### config.mk
export PLATFORM = sky130hd
export DESIGN_NAME = adcpk_packetizer
export DESIGN_NICKNAME = d
export VERILOG_FILES = /design/src/adcpk_pkg.sv /design/src/adcpk_stream_if.sv /design/src/adcpk_fifo.sv /design/src/adcpk_packetizer.sv
export VERILOG_INCLUDE_DIRS = /design/src
export SDC_FILE = /design/constraint.sdc
export NUM_CORES = 1
export LEC_CHECK = 0
export ABC_CLOCK_PERIOD_IN_PS = 3400
export BUFFER_PORTS_ARGS = -buffer_cell sky130_fd_sc_hd__clkbuf_2
export CAP_MARGIN = 15
export CORE_ASPECT_RATIO = 0.8
export CORE_MARGIN = 4
export CORE_UTILIZATION = 55
export DETAILED_ROUTE_END_ITERATION = 8
export GPL_TIMING_DRIVEN = 1
export PLACE_DENSITY_LB_ADDON = 0.2
export SYNTH_ARGS = -nofsm -noshare
export SYNTH_HDL_FRONTEND = slang
export SYNTH_HIERARCHICAL = 1
export SYNTH_SLANG_ARGS = --single-unit
export TNS_END_PERCENT = 30
### constraint.sdc
create_clock -name clk_in -period 3.4 [get_ports clk_in]
set_input_delay 0.17 -clock clk_in [delete_from_list [all_inputs] [get_ports clk_in]]
set_output_delay 0.17 -clock clk_in [all_outputs]
set_load 0.05 [all_outputs]
### src/adcpk_consts.svh
`ifndef ADCPK_CONSTS_SVH
`define ADCPK_CONSTS_SVH
`define ADCPK_PIN_COUNT 8
`define ADCPK_OFS_PIN0 6'h00
`define ADCPK_OFS_PIN6 6'h18
`define ADCPK_OFS_PIN7 6'h1c
`define ADCPK_OFS_GEN 6'h20
`define ADCPK_DEST_MSB 31
`define ADCPK_DEST_LSB 8
`define ADCPK_PIN_EN_BIT 0
`define ADCPK_DEST_RST 24'h000000
`define ADCPK_GEN_EN_BIT 0
`define ADCPK_GEN_CAL_BIT 1
`define ADCPK_SPP_MSB 15
`define ADCPK_SPP_LSB 8
`define ADCPK_WIDTH_MSB 17
`define ADCPK_WIDTH_LSB 16
`define ADCPK_DROP_BIT 24
`define ADCPK_SPP_RST 8'h01
`define ADCPK_WIDTH_RST 2'h1
`define ADCPK_DROP_RST 1'b1
`define ADCPK_W8 2'h0
`define ADCPK_W16 2'h1
`define ADCPK_W32 2'h3
`define ADCPK_CAL_PULSES 3'h6
`define ADCPK_FIFO_DEPTH 8
`define ADCPK_SAMPLE_W 15
`endif

### src/adcpk_pkg.sv
package adcpk_pkg;
    typedef enum logic [1:0] {ADCPK_IDLE, ADCPK_BYTE, ADCPK_END} adcpk_tx_e;
    typedef struct packed {
        logic [2:0] pin;
        logic [11:0] value;
    } adcpk_sample_s;
endpackage

### src/adcpk_stream_if.sv
interface adcpk_stream_if #(parameter int W = 15);
    logic valid;
    logic ready;
    logic [W-1:0] data;
    modport src(output valid, output data, input ready);
    modport snk(input valid, input data, output ready);
endinterface

### src/adcpk_fifo.sv
module adcpk_fifo #(
    parameter int WIDTH = 15,
    parameter int DEPTH = 8
) (
    // Clock and reset.
    input wire logic clk_in,
    input wire logic nrst_in,
    // Filling and draining sides.
    adcpk_stream_if.snk push,
    adcpk_stream_if.src pop
);
    localparam int AW = $clog2(DEPTH);
    logic [WIDTH-1:0] mem [DEPTH];
    logic [AW-1:0] wr_ptr;
    logic [AW-1:0] rd_ptr;
    logic [AW:0] count;
    logic do_push;
    logic do_pop;

    assign push.ready = (count != DEPTH[AW:0]);
    assign pop.valid = (count != '0);
    assign pop.data = mem[rd_ptr];
    assign do_push = push.valid & push.ready;
    assign do_pop = pop.valid & pop.ready;

    always_ff @(posedge clk_in) begin
        if (do_push) begin
            mem[wr_ptr] <= push.data;
        end
    end

    always_ff @(posedge clk_in) begin
        if (!nrst_in) begin
            wr_ptr <= '0;
            rd_ptr <= '0;
            count <= '0;
        end else begin
            if (do_push) begin
                wr_ptr <= AW'(wr_ptr + 1'b1);
            end
            if (do_pop) begin
                rd_ptr <= AW'(rd_ptr + 1'b1);
            end
            count <= (AW+1)'(count + (AW+1)'(do_push) - (AW+1)'(do_pop));
        end
    end
endmodule // adcpk_fifo

### src/adcpk_packetizer.sv
// Operation
// - Each trigger rising edge starts a 12-bit conversion on the next pin.
// - Registers are reached by full 32-bit reads and writes only.
// - Per-pin bits 31:8 hold the 24-bit destination, reset to zero.
// - Per-pin bit 0 enables that pin, resets zero; bits 7:1 read-only.
// - Dropped-sample bit 24 is set on loss, cleared by read, resets one.
// - Width field 17:16 resets to 1; code 0 sends 8 bits; 2 reserved.
// - Width code 1 sends 16 bits, four low zeros, high byte first.
// - Width code 3 sends 32 bits, twenty low zeros, high byte first.
// - Field 15:8 sets samples per packet before termination; resets to 1.
// - Zero samples per packet keeps packet open until a register access; a sample from another pin also closes it.
// - General bit 1 selects the internal calibration reference; resets zero.
// - General bit 0 enables the converter; per-pin registers then read-only.
// - Six calibration pulses after enabling send nothing; seventh onward deliver.
// - The six-pulse calibration restarts on every enable rise.
`include "adcpk_consts.svh"
module adcpk_packetizer
    import adcpk_pkg::*;
(
    // Clock and reset.
    input wire logic clk_in,
    input wire logic nrst_in,
    // Peripheral register port.
    input wire logic reg_wr_in,
    input wire logic reg_rd_in,
    input wire logic [5:0] reg_addr_in,
    input wire logic [31:0] reg_wdata_in,
    output logic [31:0] reg_rdata_out,
    output logic reg_rvalid_out,
    // Sample trigger pin.
    input wire logic trig_in,
    // Converter core.
    output logic conv_start_out,
    output logic [2:0] conv_pin_out,
    output logic conv_cal_out,
    input wire logic conv_valid_in,
    input wire logic [11:0] conv_data_in,
    // Packet output towards the channel-ends.
    output logic pkt_valid_out,
    input wire logic pkt_ready_in,
    output logic [7:0] pkt_data_out,
    output logic pkt_end_out,
    output logic [23:0] pkt_dest_out
);

    logic [23:0] dest [`ADCPK_PIN_COUNT];
    logic [7:0] pin_en;
    logic gen_en;
    logic gen_cal;
    logic [1:0] width;
    logic [7:0] spp;
    logic drop;
    logic gen_en_d;
    logic en_rise;
    logic [2:0] cal_cnt;
    logic cal_done;
    logic trig_s1, trig_s2, trig_s3;
    logic trig_lvl;
    logic trig_rise;
    logic [2:0] last_pin;
    logic [2:0] sel_pin;
    logic drop_evt;
    logic pin_sel;
    logic gen_sel;
    logic [2:0] pin_idx;
    adcpk_tx_e st;
    logic [31:0] sh;
    logic [1:0] byte_idx;
    logic [1:0] last_idx;
    logic pkt_open;
    logic [2:0] pkt_pin;
    logic [7:0] pkt_cnt;
    logic close_req;
    logic need_close;
    logic pop_fire;
    logic byte_fire;
    logic last_byte;
    logic end_fire;
    adcpk_sample_s pop_s;

    adcpk_stream_if #(.W(`ADCPK_SAMPLE_W)) push_if();
    adcpk_stream_if #(.W(`ADCPK_SAMPLE_W)) pop_if();

    adcpk_fifo #(.WIDTH(`ADCPK_SAMPLE_W), .DEPTH(`ADCPK_FIFO_DEPTH)) u_fifo (
        .clk_in(clk_in),
        .nrst_in(nrst_in),
        .push(push_if.snk),
        .pop(pop_if.src)
    );

    function automatic logic [2:0] adcpk_next_pin(input logic [7:0] en, input logic [2:0] last);
        logic [2:0] p;
        logic found;
        adcpk_next_pin = last;
        found = 1'b0;
        for (int k = 1; k <= 8; k++) begin
            p = 3'(last + 3'(k));
            if (!found && en[p]) begin
                adcpk_next_pin = p;
                found = 1'b1;
            end
        end
    endfunction

    function automatic logic [31:0] adcpk_format(input logic [11:0] v, input logic [1:0] w);
        case (w)
            `ADCPK_W8: adcpk_format = {v[11:4], 24'h000000};
            `ADCPK_W16: adcpk_format = {v, 4'h0, 16'h0000};
            default: adcpk_format = {v, 20'h00000};
        endcase
    endfunction

    function automatic logic [1:0] adcpk_last_idx(input logic [1:0] w);
        case (w)
            `ADCPK_W8: adcpk_last_idx = 2'h0;
            `ADCPK_W16: adcpk_last_idx = 2'h1;
            default: adcpk_last_idx = 2'h3;
        endcase
    endfunction

    // Only whole-word accesses exist on this port, so no byte lanes are decoded.
    assign pin_idx = reg_addr_in[4:2];
    assign pin_sel = (reg_addr_in[5] == 1'b0) && (reg_addr_in[1:0] == 2'h0);
    assign gen_sel = (reg_addr_in == `ADCPK_OFS_GEN);

    // Pin registers are frozen while the converter runs.
    always_ff @(posedge clk_in) begin
        if (!nrst_in) begin
            for (int i = 0; i < `ADCPK_PIN_COUNT; i++) begin
                dest[i] <= `ADCPK_DEST_RST;
            end
            pin_en <= 8'h00;
        end else if (reg_wr_in && pin_sel && !gen_en) begin
            dest[pin_idx] <= reg_wdata_in[`ADCPK_DEST_MSB:`ADCPK_DEST_LSB];
            pin_en[pin_idx] <= reg_wdata_in[`ADCPK_PIN_EN_BIT];
        end
    end

    always_ff @(posedge clk_in) begin
        if (!nrst_in) begin
            gen_en <= 1'b0;
            gen_cal <= 1'b0;
            width <= `ADCPK_WIDTH_RST;
            spp <= `ADCPK_SPP_RST;
        end else if (reg_wr_in && gen_sel) begin
            gen_en <= reg_wdata_in[`ADCPK_GEN_EN_BIT];
            gen_cal <= reg_wdata_in[`ADCPK_GEN_CAL_BIT];
            width <= reg_wdata_in[`ADCPK_WIDTH_MSB:`ADCPK_WIDTH_LSB];
            spp <= reg_wdata_in[`ADCPK_SPP_MSB:`ADCPK_SPP_LSB];
        end
    end

    // A loss in the same cycle as the clearing read still leaves the flag set.
    always_ff @(posedge clk_in) begin
        if (!nrst_in) begin
            drop <= `ADCPK_DROP_RST;
        end else if (drop_evt) begin
            drop <= 1'b1;
        end else if (reg_rd_in && gen_sel) begin
            drop <= 1'b0;
        end
    end

    always_ff @(posedge clk_in) begin
        if (!nrst_in) begin
            reg_rdata_out <= 32'h00000000;
            reg_rvalid_out <= 1'b0;
        end else begin
            reg_rvalid_out <= reg_rd_in;
            if (reg_rd_in && pin_sel) begin
                reg_rdata_out <= {dest[pin_idx], 7'h00, pin_en[pin_idx]};
            end else if (reg_rd_in && gen_sel) begin
                reg_rdata_out <= {7'h00, drop, 6'h00, width, spp, 6'h00, gen_cal, gen_en};
            end else if (reg_rd_in) begin
                reg_rdata_out <= 32'h00000000;
            end
        end
    end

    // Trigger pin: three stages, an edge counts once the last two agree.
    always_ff @(posedge clk_in) begin
        if (!nrst_in) begin
            trig_s1 <= 1'b0;
            trig_s2 <= 1'b0;
            trig_s3 <= 1'b0;
            trig_lvl <= 1'b0;
        end else begin
            trig_s1 <= trig_in;
            trig_s2 <= trig_s1;
            trig_s3 <= trig_s2;
            if (trig_s2 == trig_s3) begin
                trig_lvl <= trig_s3;
            end
        end
    end
    assign trig_rise = trig_s2 && trig_s3 && !trig_lvl;

    assign en_rise = gen_en && !gen_en_d;
    assign cal_done = (cal_cnt == `ADCPK_CAL_PULSES);
    assign sel_pin = adcpk_next_pin(pin_en, last_pin);
    assign conv_cal_out = gen_cal;

    always_ff @(posedge clk_in) begin
        if (!nrst_in) begin
            conv_start_out <= 1'b0;
            conv_pin_out <= 3'h0;
            last_pin <= 3'h7;
        end else begin
            conv_start_out <= 1'b0;
            if (trig_rise && gen_en) begin
                conv_start_out <= 1'b1;
                conv_pin_out <= sel_pin;
                last_pin <= sel_pin;
            end
        end
    end

    // Calibration pulses are counted on returned conversions, not on edges.
    always_ff @(posedge clk_in) begin
        if (!nrst_in) begin
            gen_en_d <= 1'b0;
            cal_cnt <= 3'h0;
        end else begin
            gen_en_d <= gen_en;
            if (en_rise) begin
                cal_cnt <= 3'h0;
            end else if (conv_valid_in && gen_en && !cal_done) begin
                cal_cnt <= 3'(cal_cnt + 3'h1);
            end
        end
    end

    assign push_if.valid = conv_valid_in && gen_en && cal_done && !en_rise;
    assign push_if.data = {conv_pin_out, conv_data_in};
    assign drop_evt = push_if.valid && !push_if.ready;

    assign pop_s = pop_if.data;
    assign need_close = pkt_open && (close_req || (pop_if.valid && pop_s.pin != pkt_pin));
    assign pop_if.ready = (st == ADCPK_IDLE) && !need_close;
    assign pop_fire = pop_if.valid && pop_if.ready;
    assign byte_fire = (st == ADCPK_BYTE) && pkt_ready_in;
    assign last_byte = (byte_idx == last_idx);
    assign end_fire = (st == ADCPK_END) && pkt_ready_in;
    assign pkt_valid_out = (st == ADCPK_BYTE) || (st == ADCPK_END);
    assign pkt_end_out = (st == ADCPK_END);
    assign pkt_data_out = sh[31:24];

    always_ff @(posedge clk_in) begin
        if (!nrst_in) begin
            st <= ADCPK_IDLE;
            sh <= 32'h00000000;
            byte_idx <= 2'h0;
            last_idx <= 2'h0;
            pkt_dest_out <= 24'h000000;
        end else begin
            case (st)
                ADCPK_IDLE: begin
                    if (need_close) begin
                        st <= ADCPK_END;
                    end else if (pop_fire) begin
                        st <= ADCPK_BYTE;
                        sh <= adcpk_format(pop_s.value, width);
                        last_idx <= adcpk_last_idx(width);
                        byte_idx <= 2'h0;
                        pkt_dest_out <= dest[pop_s.pin];
                    end
                end
                ADCPK_BYTE: begin
                    if (pkt_ready_in && !last_byte) begin
                        sh <= {sh[23:0], 8'h00};
                        byte_idx <= 2'(byte_idx + 2'h1);
                    end else if (pkt_ready_in) begin
                        if (spp != 8'h00 && 8'(pkt_cnt + 8'h01) == spp) begin
                            st <= ADCPK_END;
                        end else begin
                            st <= ADCPK_IDLE;
                        end
                    end
                end
                ADCPK_END: begin
                    if (pkt_ready_in) begin
                        st <= ADCPK_IDLE;
                    end
                end
                default: st <= ADCPK_IDLE;
            endcase
        end
    end

    always_ff @(posedge clk_in) begin
        if (!nrst_in) begin
            pkt_open <= 1'b0;
            pkt_pin <= 3'h0;
            pkt_cnt <= 8'h00;
        end else if (end_fire) begin
            pkt_open <= 1'b0;
            pkt_cnt <= 8'h00;
        end else if (byte_fire && last_byte) begin
            pkt_open <= 1'b1;
            pkt_cnt <= 8'(pkt_cnt + 8'h01);
        end else if (pop_fire) begin
            pkt_pin <= pop_s.pin;
        end
    end

    // An open-ended packet ends when software touches the registers or a sample from another pin arrives.
    always_ff @(posedge clk_in) begin
        if (!nrst_in) begin
            close_req <= 1'b0;
        end else if ((reg_wr_in || reg_rd_in) && pkt_open && spp == 8'h00) begin
            close_req <= 1'b1;
        end else if (end_fire) begin
            close_req <= 1'b0;
        end
    end
endmodule // adcpk_packetizer

==> impl_metrics.json <==
{
  "drt_pre_antenna_iters": 6,
  "drc": 0,
  "met2_length_mm": 24.8,
  "portBuffers": 116,
  "power_frac_comb_pct": 25.1,
  "htree_levels": 2,
  "syn_to_final_growth_pct": 14.7,
  "sw_frac_of_total_pct": 30.9,
  "crit_required_ns": 3.84,
  "io_pins": 129,
  "crit_path_frequent_cell": "xor2_1",
  "core_um2": 38100,
  "p_leak_nw": 9.10,
  "clkPwrFrac_pct": 32.3,
  "syn_inst": 1649,
  "cp.arrival_ns": 3.75,
  "drv_cap": 0,
  "p_sw_mw": 4.55,
  "die-area_um2": 41800,
  "grt_use_total_pct": 26.2,
  "power.density_nw_per_um2": 605,
  "clock-root-buffer": "clkbuf_16",
  "critPathKind": "reg -> reg",
  "cts_tree": "built",
  "power.total_mw": 14.7,
  "wl_met3_mm": 4.75,
  "async_flop_share_pct": 0,
  "synth_edf_count": 312,
  "ys.flop_type": "edfxtp_1",
  "slowest_delay_ns": 0.52,
  "syn_avg_cell_area_um2": 12.9,
  "top_layer": "met4",
  "fmax_ghz": 0.302,
  "p_seq_share_pct": 42.6,
  "hold_path.class": "in -> reg",
  "grt_pass1_wl_mm": 83.7,
  "critPathLaunchType": "flip-flop",
  "internal-power_mw": 10.2,
  "ir_worst_vdd_uv": 455,
  "ys_seq_area_share_pct": 56.6,
  "period_share_pct": 97.3,
  "clock_latency_ns": 0.56,
  "clkTransAtPathRegs_ns": 0.06,
  "tightest_slew_ns": 1.09,
  "setup_violations": 0,
  "final_antenna_net_count": 0,
  "slew-limit-headroom_pct": 27.4,
  "layout_common_cells": "edfxtp_1 (312), and2_1 (201), dfxtp_1 (130)",
  "synth-seq-cells": 443,
  "crit_path_cell_trace": "mux4_2, mux2_4, xor2_1, o31a_1, o21ai_2, nand2_1, inv_1, nor2b_1, buf_4, xnor2_2, ha_2, fa_2, xor2_1, and2_1",
  "grt_max_degree": 82,
  "m1WireLength_mm": 23.9,
  "endpoint_kind": "flip-flop",
  "drive_above_1_share_pct": 22.4,
  "fin_crit_ns": 3.31,
  "whs_ns": 0.0240,
  "clock_path_buffers": 3,
  "synth_cell_types": 68,
  "start_util_pct": 55.6,
  "die_x_um": 227,
  "nNetsFinal": 1883,
  "rows": 64,
  "gp_congestion": 0.836,
  "final.setup_skew_ns": 0.0133,
  "grt.overflow.total": 0,
  "rsz0062_at_grt": "yes",
  "wl_per_cell_um": 23.4,
  "die_h_um": 184,
  "dp_hpwl_mm": 34.6,
  "drt-total-wl_mm": 54.8,
  "netlist_area_um2": 21200,
  "cts_sinks": 443,
  "viasPerCell": 6.13,
  "final_hold_viol_count": 0,
  "slew_violations": 0,
  "yosys_warnings": 6,
  "grt_pass1_vias": 14135,
  "cts_buffers": 45,
  "hp-start": "reg_wdata_in[8]",
  "vias": 14354,
  "nFillCells": 2854,
  "mostFrequentLayoutCell": "edfxtp_1",
  "crit_fanout": 8,
  "status": "completed",
  "antenna_found_initial": 3,
  "crit_slowest_cell": "mux4_2",
  "first_iter_violations": 1521
}
-- final cells by class --
class                   count  area [um^2]  share of cell area, %
well taps                 495          619                   2.55
multi-input cells        1059         8610                   35.4
flip-flops and latches    443        12000                   49.3
clock inverters            22          166                  0.685
repair buffers            233         1580                   6.51
inverters                  27          103                  0.422
diodes                      3         7.51                 0.0309
clock buffers              60         1230                   5.04
-- registers in the layout, summed over array words and instances, names as in the netlist, 3 cells and up, named ones only --
signal	count
conv_pin_out	3
u_fifo/rd_ptr	3
reg_rdata_out	26
u_fifo/mem	120
last_pin	3
spp	8
pin_en	8
pkt_cnt	8
u_fifo/wr_ptr	3
pkt_dest_out	24
dest	192
cal_cnt	3
sh	12
u_fifo/count	4
pkt_pin	3
-- repair_timing --
action	in CTS	in global routing
resized for setup	1	1
hold buffers	39	0
endpoints found under the setup margin	2	3
setup buffers	0	2
pin swaps	0	2
endpoints found under the hold margin	203	0
-- per-stage QoR --
stage          setup TNS, ns  cell area [um^2]  worst slack (ns)  utilization [%]  cells
3_3_place_gp               0             22500            0.0425             59.0   2216
5_1_grt              -0.0407             24300           -0.0142             63.8   2342
2_1_floorplan          -3.74             21200           -0.0777                -   1654
6_report                   0             24300            0.0932             63.8   2342
3_5_place_dp               0             22500            0.0188             59.0   2216
4_1_cts                    0             24300            0.0542             63.7   2337
-- logic make-up (layout without fill, tap and decap cells) --
logic type	Yosys count	count (layout)	synth area share (%)
other	1	9	0.0177
buffers and inverters	152	342	3.18
XOR/XNOR	27	27	1.12
AND/OR/NAND/NOR	525	525	12.8
AO/OA/AOI/OAI	253	253	7.86
adder cells (fa/ha/maj)	17	17	1.04
multiplexers	231	231	17.4
flip-flops	443	443	56.6
-- path summary, 6_finish.rpt --
check	end	slack, ns	cells past startpoint
worst min register to register	trig_s2	0.44	1
worst max register to register	u_fifo/count[2]	0.09	14
worst max-delay path	u_fifo/count[2]	0.09	14
worst min-delay path	spp[0]	0.02	3
-- cells in the mapped netlist (3+ instances only) --
library cell / count / share of area (%)
a211oi_1: 45 / 1.6
or3_1: 9 / 0.27
clkbuf_1: 82 / 1.5
mux2_2: 48 / 2.6
xor2_1: 16 / 0.66
a21oi_1: 70 / 1.7
o211ai_1: 4 / 0.14
a221oi_1: 6 / 0.25
and2_1: 201 / 5.9
a22oi_1: 24 / 0.85
buf_2: 10 / 0.24
nor4_1: 4 / 0.12
o22ai_1: 5 / 0.15
mux4_2: 63 / 6.7
o221ai_1: 19 / 0.79
or2_2: 7 / 0.21
nand3b_1: 5 / 0.18
ha_1: 16 / 0.94
nand3_1: 32 / 0.76
nand2_1: 124 / 2.2
o21ai_0: 52 / 1.2
buf_4: 14 / 0.50
nand2b_1: 24 / 0.71
edfxtp_1: 312 / 44
nor3_1: 8 / 0.19
nand4_1: 3 / 0.089
nor2b_1: 6 / 0.18
nor2_1: 92 / 1.6
buf_1: 13 / 0.23
and3_1: 3 / 0.089
xnor2_1: 11 / 0.45
mux2i_1: 88 / 4.2
buf_6: 5 / 0.27
dfxtp_1: 131 / 12
inv_1: 25 / 0.44
mux4_1: 32 / 4.0
-- critical path, delay by kind of cell (launching register included) --
kind	cells	cell delay (ns)
fa+ha+maj	2	0.54
xor+xnor	3	0.38
simple gates	3	0.37
flops	1	0.43
compound gates	2	0.43
buf+inv	2	0.23
mux	2	0.81
-- metal layers --
| layer | global-route usage, % | vias to the layer above |
|---|---|---|
| met5 | 0 | - |
| met4 | 7.38 | 0 |
| met3 | 4.26 | 95 |
| met2 | 39.8 | 626 |
| met1 | 39.7 | 7156 |
| li1 | - | 6477 |
-- power groups by stage --
stage / Combinational (mW) / Sequential, mW / Clock [mW]
after CTS: 3.66 / 6.28 / 4.82
after global placement: 3.55 / 6.37 / 0
final: 3.69 / 6.27 / 4.75
after detailed placement: 3.61 / 6.38 / 0
after floorplan: 2.37 / 6.66 / 0
after global routing: 3.96 / 6.31 / 5.05
No activity file was read; power rests on OpenSTA's default activity.
